<file path="config.mk">
export PLATFORM = sky130hd
export DESIGN_NAME = sabc_top
export DESIGN_NICKNAME = d
export VERILOG_FILES = /design/src/hw/sabc_pkg.sv /design/src/hw/sabc_top.sv /design/src/hw/sabc_sync.sv
export SDC_FILE = /design/constraint.sdc
export NUM_CORES = 1
export LEC_CHECK = 0
export ABC_AREA = 1
export BUFFER_PORTS_ARGS = -buffer_cell sky130_fd_sc_hd__buf_2
export CORE_UTILIZATION = 50
export CTS_BUF_LIST = sky130_fd_sc_hd__clkbuf_16
export DETAILED_ROUTE_END_ITERATION = 12
export PLACE_DENSITY_LB_ADDON = 0.3
export SLEW_MARGIN = 20
export SYNTH_ARGS = -nofsm -noshare
export SYNTH_HDL_FRONTEND = slang
export SYNTH_SLANG_ARGS = --single-unit
</file>
<file path="constraint.sdc">
create_clock -name clk -period 2.5 [get_ports clk]
set_input_delay 0.125 -clock clk [delete_from_list [all_inputs] [get_ports clk]]
set_output_delay 0.125 -clock clk [all_outputs]
set_load 0.03 [all_outputs]
</file>
<file path="src/hw/sabc_pkg.sv">
package sabc_pkg;
    localparam int unsigned SABC_BITS = 8;
    localparam int unsigned SABC_CLK_HZ = 20000000;
    localparam int unsigned SABC_CONV_MAX_NS = 2500;
    localparam int unsigned SABC_CLK_NS = 1000000000 / SABC_CLK_HZ;
    localparam int unsigned SABC_CONV_MAX_CYC = SABC_CONV_MAX_NS / SABC_CLK_NS;
    localparam logic [7:0] SABC_MID_CODE = 8'h80;
    localparam logic [7:0] SABC_RESET_CODE = 8'h00;
    localparam logic [7:0] SABC_BIT_DIV = 8'h03;

    typedef enum logic [1:0] {
        SABC_IDLE,
        SABC_RUN,
        SABC_DONE
    } sabc_state_t;

    typedef struct packed {
        logic [7:0] data_out;
        logic [7:0] data_oe_n;
    } sabc_bus_t;
endpackage

</file>
<file path="src/hw/sabc_top.sv">
`timescale 1ns/100ps
// Notes on behaviour
// - Low start resets conversion at third edge, after the two-flop synchronizer
// - Start high begins conversion at third edge, after the two-flop synchronizer
// - Done goes low one edge after the LSB is decided
// - Enable high puts outputs high impedance
// - Enable low drives current result out
// - Conversion finishes within 2.5 microseconds
// - Eight-bit offset binary, 0x80 mid-scale
module sabc_top
(
    // Clock and reset
    input wire logic clk,
    input wire logic rst,
    // Host pins
    input wire logic start_n,
    input wire logic data_en_n,
    output logic eoc_n,
    output sabc_pkg::sabc_bus_t bus,
    // Comparator
    input wire logic cmp_above,
    output logic [7:0] dac_code
);
    import sabc_pkg::*;

    logic start_s;
    logic drive_s;
    logic cmp_s;
    sabc_state_t state_q;
    logic [7:0] trial_q;
    logic [7:0] mask_q;
    logic [7:0] div_q;
    logic step;

    sabc_sync u_sync_start (.clk(clk), .rst(rst), .d(start_n), .q(start_s));
    // Inverted so the reset value means outputs released
    sabc_sync u_sync_en (.clk(clk), .rst(rst), .d(!data_en_n), .q(drive_s));
    sabc_sync u_sync_cmp (.clk(clk), .rst(rst), .d(cmp_above), .q(cmp_s));

    // Bit-decision rate enable
    // Phase restarts each run so the first decision sees a settled comparator
    always_ff @(posedge clk or posedge rst) begin
        if (rst) begin
            div_q <= 8'h00;
        end else if (!start_s || state_q != SABC_RUN || div_q == SABC_BIT_DIV) begin
            div_q <= 8'h00;
        end else begin
            div_q <= div_q + 8'h01;
        end
    end
    assign step = (div_q == SABC_BIT_DIV);

    // Conversion sequencer
    always_ff @(posedge clk or posedge rst) begin
        if (rst) begin
            state_q <= SABC_IDLE;
            trial_q <= SABC_RESET_CODE;
            mask_q <= 8'h00;
        end else if (!start_s) begin
            state_q <= SABC_IDLE;
            trial_q <= SABC_RESET_CODE;
            mask_q <= 8'h00;
        end else begin
            case (state_q)
                SABC_IDLE: begin
                    state_q <= SABC_RUN;
                    trial_q <= SABC_MID_CODE;
                    mask_q <= SABC_MID_CODE;
                end
                SABC_RUN: begin
                    if (step) begin
                        if (!cmp_s) begin
                            trial_q <= (trial_q & ~mask_q) | (mask_q >> 1);
                        end else begin
                            trial_q <= trial_q | (mask_q >> 1);
                        end
                        mask_q <= mask_q >> 1;
                        if (mask_q == 8'h01) begin
                            state_q <= SABC_DONE;
                        end
                    end
                end
                SABC_DONE: begin
                    state_q <= SABC_DONE;
                end
                default: begin
                    state_q <= SABC_IDLE;
                end
            endcase
        end
    end

    // Done flag and bus drivers
    always_ff @(posedge clk or posedge rst) begin
        if (rst) begin
            eoc_n <= 1'b1;
        end else begin
            eoc_n <= !(start_s && state_q == SABC_DONE);
        end
    end

    always_ff @(posedge clk or posedge rst) begin
        if (rst) begin
            bus.data_out <= 8'h00;
            bus.data_oe_n <= 8'hff;
            dac_code <= 8'h00;
        end else begin
            dac_code <= trial_q;
            bus.data_out <= trial_q;
            bus.data_oe_n <= {8{!drive_s}};
        end
    end

    int unsigned busy_cnt;
    always_ff @(posedge clk or posedge rst) begin
        if (rst) begin
            busy_cnt <= 0;
        end else if (state_q == SABC_RUN) begin
            busy_cnt <= busy_cnt + 1;
        end else begin
            busy_cnt <= 0;
        end
    end

    // Bits resolved in the current run
    logic [3:0] bits_q;
    always_ff @(posedge clk or posedge rst) begin
        if (rst) begin
            bits_q <= 4'h0;
        end else if (state_q != SABC_RUN) begin
            bits_q <= 4'h0;
        end else if (step) begin
            bits_q <= bits_q + 4'h1;
        end
    end
endmodule

</file>
<file path="src/hw/sabc_sync.sv">
`timescale 1ns/100ps
module sabc_sync (
    // Clock and reset
    input wire logic clk,
    input wire logic rst,
    // Level in and out
    input wire logic d,
    output logic q
);
    logic meta_q;

    always_ff @(posedge clk or posedge rst) begin
        if (rst) begin
            meta_q <= 1'b0;
            q <= 1'b0;
        end else begin
            meta_q <= d;
            q <= meta_q;
        end
    end
endmodule

</file>
* Word level (Yosys, flattened, before mapping)
Index checks and enable logic that the tools add are counted.
Storage, ports and cells: register bits after elaboration 42, output and inout port bits 25, word-level logic and storage cells 48
Operators by class: add/sub/neg operators 1, equal/unequal tests 8, mux-type cells 12, bitwise gates (word level) 4, reduce and logical (&&, ||, !) cells 10
Operators with widths (number):
- 8-bit two-way mux | 6
- 8-bit one-hot mux with 2 select lines | 2
- 8-bit by 7-bit bitwise OR with 8-bit output | 2
- 3-bit inequality test (second input constant) | 3
- 8-bit by 1-bit adder with 8-bit output (second input constant) | 1
- 8-bit AND | 1
- 8-bit by 1-bit == test with 1-bit output (second input constant) | 1
- 8-bit by 2-bit == test with 1-bit output (second input constant) | 1
- 8-bit inverter | 1
- 2-bit two-way mux | 3
- 2-bit one-hot mux with 3 select lines | 1
- 1-bit logical NOT | 4
- 2-bit AND reduction | 2
- 2-bit by 1-bit == test with 1-bit output (second input constant) | 1
- 2-bit == test (second input constant) | 1
- 2-bit logical NOT | 1
- 1-bit logical OR | 2
- 2-bit by 1-bit inequality test with 1-bit output (second input constant) | 1
- 1-bit logical AND | 1

* Longest topological paths before layout
Gate-level depths: netlist (run 1).
depth after elaboration 7, depth in mapped cells 11, gate-level depth less buffers 10

* Cells and area by module
A second synthesis (run 1) with hierarchy kept.
Second synthesis, totals: cells, all modules 224, area, all modules 1973.1 um^2
Modules (own cells, without submodules):
- sabc_top | times used 1, cells each 215, area each 1811.7 um^2
- sabc_sync | times used 3, cells each 3, area each 53.8 um^2

* Worst setup path after synthesis (run 1)
No wires, ideal clock.
kind flip-flop to flip-flop, start register state_q[1], end register mask_q[2], arrival time 1.360 ns, required time 2.382 ns, path slack 1.022 ns, cell stages (with the launch flop) 11, clock period less this slack 1.478 ns, cells stage by stage dfrtp_1 > inv_1 > ha_1 > buf_2 > nand2_1 > inv_2 > o21ai_4 > nand2_4 > buf_6 > nand2_1 > nand2_1
On the way: longest elaborated chain between the ends 3, elaborated cells between the ends (all ways) 7, those cells by class eq/ne: 3; mux: 2; reduce/logical: 2
Ends and longest elaborated chain:
- start: declaration | line sabc_top.sv:29 | sabc_state_t state_q;
- start signal: assignment | line sabc_top.sv:56 | state_q <= SABC_IDLE;
- start signal: assignment | line sabc_top.sv:60 | state_q <= SABC_IDLE;
- start signal: assignment | line sabc_top.sv:66 | state_q <= SABC_RUN;
- 2-bit by 1-bit == test with 1-bit output / 2-bit logical NOT (equally long branches) | line sabc_top.sv:64 | case (state_q)
- 8-bit one-hot mux with 2 select lines / 3-bit inequality test (equally long branches)
- 8-bit two-way mux / 2-bit AND reduction (equally long branches)
- end signal: assignment | line sabc_top.sv:77 | mask_q <= mask_q >> 1;
- end: declaration | line sabc_top.sv:31 | logic [7:0] mask_q;
Parallel ways exist; a longest one is shown, timed or not. A chain may end at the register's enable or synchronous reset.

* Worst setup path in the final report (run 1)
start register state_q[1], end register trial_q[5]
On the way: longest elaborated chain between the ends 3, elaborated cells between the ends (all ways) 7, those cells by class eq/ne: 3; mux: 2; reduce/logical: 2
Ends and longest elaborated chain:
- 2-bit by 1-bit == test with 1-bit output / 2-bit logical NOT (equally long branches) | line sabc_top.sv:64
- 8-bit one-hot mux with 2 select lines / 3-bit inequality test (equally long branches)
- 8-bit two-way mux / 2-bit AND reduction (equally long branches)
- end signal: assignment | line sabc_top.sv:73 | trial_q <= (trial_q & ~mask_q) | (mask_q >> 1);
- end signal: assignment | line sabc_top.sv:75 | trial_q <= trial_q | (mask_q >> 1);
- end: declaration | line sabc_top.sv:30 | logic [7:0] trial_q;
Parallel ways exist; a longest one is shown, timed or not.

==> results by group, run 1 <==
Power and ir drop
  • Peak supply drop: 0.000414 V
  • P_leak: 1.21 nW
  • Total chip power: 1.81 mW
  • PD cells: 810 nW/µm²

CTS
  • Num CTS Buffers: 5
  • Clock sink count: 42
  • Clock-pin slew on the worst setup and hold paths: 0.06 ns
  • H-Tree Depth: 2
  • Post-CTS resize count: 0
  • Post-CTS setup repair buffer count: 0
  • Root Buffer: clkbuf_16
  • Clock Latency Late Sink: 0.28 ns
  • Clock Tree Buf Depth: 2
  • CTS tree: yes

Critical path
  • Worst setup path class: flop to flop
  • WP buf/inv: 2
  • Crit path arrival time: 1.98 ns
  • Worst EP required: 2.72 ns
  • Worst setup SP type: flop
  • Most used cell, CP: nand2_1
  • Critical Path End Type: flop
  • CP top delay family: simple AND/OR/NAND/NOR gates
  • Max incr delay on CP: 0.39 ns
  • Max stage delay cell, worst path: dfrtp_1
  • Maximum fanout along the worst path: 15
  • Worst path cell trace: inv_1 > ha_1 > nand2_1 > inv_2 > o21ai_4 > nand2_4 > nand2_1 > nand2_1

Timing
  • Fin crit share: 70.5%
  • Worst rel slew slack: 66.1%
  • Fmax: 567 MHz
  • Slew @ Worst Pin: 0.509 ns
  • Final setup vio count: 0
  • Hold slack: 0.346 ns
  • Min Tclk post-route: 1.76 ns
  • RSZ-0062 raised after global routing: false
  • Layout Skew: 0.00561 ns
  • Final Max Slew Viols: 0
  • TNS Setup: 0 ns
  • Hold Fails Final Rpt: 0

Global route
  • Vias in the first global route: 1327
  • Pin count of the biggest net entering global routing: 43
  • Gr usage total: 17.7%
  • Initial antenna violation count: 0
  • GR Overflow Total: 0
  • First-pass GRT wire length: 5.60 mm

Floorplan
  • Die Area: 4190 µm²
  • Starting Density: 53.0%
  • Top-level port count: 30
  • Num rows: 22
  • Chip height: 64.8 µm
  • Die Wd: 64.8 µm
  • Core ar.: 3720 µm²

Final layout
  • Area grow syn2layout: 13.2%
  • Final Util: 60.0%
  • Nets@finish: 260
  • Layout fillers: 327
  • Ant. Diodes: 0
  • Layout Cells excl Fill: 298
  • Fraction of layout cells with a size suffix above 1: 20.4%

Routing
  • Drt wl/cell: 10.5 µm
  • First-pass iteration count of the detailed router: 4
  • Routed Antenna Nets: 0
  • Residual DRC: 0
  • DRT iter0 DRCs: 151
  • Vias: 1405
  • Via/cell ratio: 4.71
  • DRT Wirelength: 3.12 mm

Place
  • Final HPWL DP: 2.16 mm
  • Port buffer count: 29
  • Inst Count DP: 286
  • GP Congestion: 0.784

Logic synthesis
  • Post-synth EDFFs: 0
  • Syn Area/Cell: 8.71 µm²
  • Synthesized netlist cell count: 226
  • Fraction of registers with async set/reset: 100%
  • Count of different cell masters after synthesis: 22
  • Area of the mapped netlist: 1970 µm²
  • Top FF cell, synth: dfrtp_1
  • Yosys synthesis warning count: 0
  • Post-synthesis sequential area ratio: 53.5%
  • Syn nets: 237
  • FF+latch count, synth: 42

Outcome
  • Outcome: finished, final reports clean

Job
  • # Max-Cap Violations: 0

Hold path
  • Hold Crit Class: flop to flop
-- Yosys cell counts, types with 2 or more instances --
master / count / area share (%)
nor2_2: 2 / 0.64
buf_4: 15 / 5.7
nand2_1: 72 / 14
nor2_4: 3 / 1.7
ha_1: 6 / 3.8
nand2_2: 4 / 1.3
a21oi_1: 3 / 0.76
nand3_1: 8 / 2.0
inv_1: 20 / 3.8
nor2_1: 26 / 5.0
dfrtp_1: 40 / 51
o21ai_0: 8 / 2.0
buf_2: 2 / 0.51
nand4_1: 7 / 2.2
dfstp_2: 2 / 2.7
nor3_1: 2 / 0.51
-- registers in the layout, summed over array words and instances (netlist names) --
name,cells
bus,1
dac_code,8
div_q,8
eoc_n,1
mask_q,8
state_q,2
trial_q,8
u_sync_cmp.meta_q,1
u_sync_cmp.q,1
u_sync_en.meta_q,1
u_sync_en.q,1
u_sync_start.meta_q,1
u_sync_start.q,1
-- metal layers --
metal  up-vias  routed length, µm  GRT usage [%]
li1        729                  -              -
met1       638               1560           22.9
met2        36               1400           27.2
met3         2                132           5.81
met4         0                 25           7.50
met5         -                  0              0
-- final timing paths --
kind | startpoint | to | slack, ns | depth (start not counted)
worst max-delay path | state_q[1] | trial_q[5] | 0.74 | 8
min in group asynchronous | rst | dac_code[6] | 0.52 | 4
max in group asynchronous | rst | eoc_n | 1.61 | 4
worst min-delay path | u_sync_start.meta_q | u_sync_start.q | 0.35 | 0
worst max register to register | state_q[1] | trial_q[5] | 0.74 | 8
worst min register to register | u_sync_start.meta_q | u_sync_start.q | 0.35 | 0
-- kinds of logic after synthesis --
kind of cell / after synthesis / synth area share (%)
and+or+nand+nor: 125 / 27.6
DFF: 42 / 53.5
buffers and inverters: 40 / 11.0
AOI/OAI and AO/OA: 12 / 3.62
adders and majority gates: 6 / 3.81
xor gates and xnor gates: 1 / 0.445
-- stage by stage --
step / worst slack, ns / area, µm²
floorplan: 1.02 / 1970
global placement: 0.841 / 2050
detailed placement: 0.750 / 2050
CTS: 0.744 / 2230
global route: 0.559 / 2230
finish: 0.737 / 2230
-- final cells by class --
cell class,instances,area [µm²],area share [%]
inverters,22,82.6,3.70
clock buffers,5,125,5.61
well taps,48,60.1,2.69
multi-input cells,144,699,31.4
flip-flops and latches,42,1050,47.3
repair buffers,34,193,8.64
clock inverters,3,16.3,0.730
-- layout by cell type, fill, tap and decap left out --
cell | synthesis | final
a21oi_1 | 3 | 3
buf_2 | 2 | 29
buf_4 | 15 | 1
clkbuf_16 | 0 | 5
clkinv_1 | 1 | 2
clkinv_2 | 0 | 1
clkinvlp_4 | 0 | 1
dfrtp_1 | 40 | 40
dfstp_2 | 2 | 2
dlygate4sd3_1 | 0 | 4
ha_1 | 6 | 6
inv_1 | 20 | 20
inv_2 | 1 | 1
nand2_1 | 72 | 72
nand2_2 | 4 | 4
nand2_4 | 1 | 1
nand3_1 | 8 | 8
nand4_1 | 7 | 7
nor2_1 | 26 | 26
nor2_2 | 2 | 2
nor2_4 | 3 | 3
nor3_1 | 2 | 2
o21ai_0 | 8 | 8
o21ai_4 | 1 | 1
xor2_1 | 1 | 1
-- worst register-to-register path, stage by stage, from the launching register on --
cell and delay (ns):
dfrtp_1 0.39, inv_1 0.12, ha_1 0.34, nand2_1 0.17, inv_2 0.21, o21ai_4 0.14, nand2_4 0.19, nand2_1 0.09
nand2_1 0.07
-- where the power goes --
part | switching, mW | internal, mW | leakage, nW | total (mW)
combinational | 0.302 | 0.121 | 0.582 | 0.423
clock | 0.239 | 0.364 | 0.0672 | 0.602
sequential | 0.0439 | 0.738 | 0.559 | 0.781
-- timing repair --
action	in CTS	in global routing
hold endpoints to repair	43	0
hold buffers	4	0
endpoints found under the setup margin	0	0
Power figures use the tool's default switching activity.
==> run 2: changes to the inputs <==
clock period = 1.45 ns   (was 2.5 ns; I/O delays follow)
==> results by group, run 2 (same netlist as run 1, synthesis figures left out) <==
Floorplan
  • Num rows: 22
  • Core ar.: 3720 µm²
  • Die Wd: 64.8 µm
  • Die Area: 4190 µm²
  • Starting Density: 53.0%
  • Chip height: 64.8 µm
  • Top-level port count: 30

Global route
  • First-pass GRT wire length: 5.81 mm
  • Pin count of the biggest net entering global routing: 43
  • Initial antenna violation count: 0
  • GR Overflow Total: 0
  • Gr usage total: 18.7%
  • Vias in the first global route: 1335

Timing
  • Min Tclk post-route: 1.36 ns
  • TNS Setup: 0 ns
  • Hold slack: 0.348 ns
  • Worst rel slew slack: 66.5%
  • Fmax: 738 MHz
  • Final setup vio count: 0
  • Slew @ Worst Pin: 0.502 ns
  • Fin crit share: 93.5%
  • Final worst slack: 0.0944 ns
  • Layout Skew: 0.00411 ns
  • Hold Fails Final Rpt: 0
  • Final Max Slew Viols: 0
  • RSZ-0062 raised after global routing: false

Place
  • GP Congestion: 0.758
  • Port buffer count: 29
  • Inst Count DP: 294
  • Pre-CTS setup slack: 0.0400 ns
  • Final HPWL DP: 2.25 mm

Routing
  • Routed Antenna Nets: 0
  • DRT Wirelength: 3.39 mm
  • Residual DRC: 0
  • Vias: 1485
  • Drt wl/cell: 11.0 µm
  • DRT iter0 DRCs: 70
  • First-pass iteration count of the detailed router: 4
  • Via/cell ratio: 4.81

Critical path
  • CP top delay family: simple AND/OR/NAND/NOR gates
  • Critical Path End Type: flop
  • Max incr delay on CP: 0.43 ns
  • R2R Setup Slk: 0.09 ns
  • Worst R2R End: trial_q[2]
  • Worst Reg-to-Reg Cells: 7
  • Worst path cell trace: ha_1 > nor2_2 > nand2_4 > buf_4 > nand2_4 > nand2_1 > nand2_1
  • Worst R2R Start: state_q[0]
  • Worst setup path class: flop to flop
  • Crit path arrival time: 1.58 ns
  • Worst EP required: 1.67 ns
  • Max stage delay cell, worst path: dfrtp_1
  • Setup crit start: state_q[0]
  • Maximum fanout along the worst path: 7
  • WP buf/inv: 1
  • Worst setup SP type: flop

Power and ir drop
  • Peak supply drop: 0.000610 V
  • Total chip power: 3.29 mW
  • P_leak: 1.27 nW
  • PD cells: 1410 nW/µm²

Job
  • # Max-Cap Violations: 0

CTS
  • Clock sink count: 42
  • Clock Latency Late Sink: 0.28 ns
  • Num CTS Buffers: 5
  • Clock Tree Buf Depth: 2
  • Root Buffer: clkbuf_16
  • CTS tree: yes
  • Clock-pin slew on the worst setup and hold paths: 0.06 ns
  • H-Tree Depth: 2

Final layout
  • Ant. Diodes: 0
  • Fraction of layout cells with a size suffix above 1: 26.8%
  • Nets@finish: 271
  • Commonest non-fill, non-tap cell in the layout: nand2_1
  • Most frequent cells in the layout: nand2_1 (70), dfrtp_1 (40), buf_2 (29)
  • Layout Cells excl Fill: 309
  • Area grow syn2layout: 18.7%

Hold path
  • Hold Crit Class: flop to flop
  • Min-delay src: u_sync_cmp.meta_q
  • Min-Delay Endpoint: u_sync_cmp.q
  • WHS Path Cells: 0

Outcome
  • Outcome: finished, final reports clean
-- run 2: routing by layer --
| layer | global-route usage [%] | vias to the layer above | routed length, µm |
|---|---|---|---|
| li1 | - | 755 | - |
| met1 | 23.7 | 687 | 1580 |
| met2 | 28.3 | 36 | 1600 |
| met3 | 6.34 | 7 | 153 |
| met4 | 9.44 | 0 | 65 |
| met5 | 0 | - | 0 |
-- run 2: repair_timing --
item	CTS	global route
buffers inserted	0	2
endpoints found under the setup margin	0	19
gates resized for setup	0	10
hold endpoints to repair	43	0
hold buffers	4	0
-- run 2: layout make-up --
| class | instances | area [µm²] |
|---|---|---|
| fillers | 314 | 1380 |
| flip-flops and latches | 42 | 1050 |
| multi-input cells | 145 | 731 |
| repair buffers | 44 | 268 |
| clock buffers | 5 | 125 |
| inverters | 22 | 85.1 |
| well taps | 48 | 60.1 |
| clock inverters | 3 | 16.3 |
-- run 2: report_power, final --
| part | leakage, nW | internal (mW) | switching [mW] |
|---|---|---|---|
| Sequential | 0.559 | 1.27 | 0.0755 |
| Clock | 0.0672 | 0.628 | 0.445 |
| Combinational | 0.645 | 0.299 | 0.571 |
-- run 2: how the worst max path moves through the flow --
stage                      end  slack [ns]  cells after the start
floorplan            mask_q[2]        0.02                     10
global placement    trial_q[0]        0.06                      8
detailed placement  trial_q[4]        0.04                      8
CTS                 trial_q[3]        0.02                      8
global route         mask_q[0]      0.0005                      6
finish              trial_q[2]        0.09                      7
-- run 2: per-stage QoR --
step / instance area (µm²) / utilization [%]
5_1_grt: 2340 / 62.9
6_report: 2340 / 62.9
4_1_cts: 2290 / 61.7
2_1_floorplan: 1970 / -
3_3_place_gp: 2110 / 56.8
3_5_place_dp: 2110 / 56.8
-- run 2: worst reg2reg max path: cells and delay by family, from the launching register on --
kind | cells | cell delay (ns)
fa+ha+maj | 1 | 0.24
buf+inv | 1 | 0.16
flops | 1 | 0.43
simple gates | 5 | 0.47
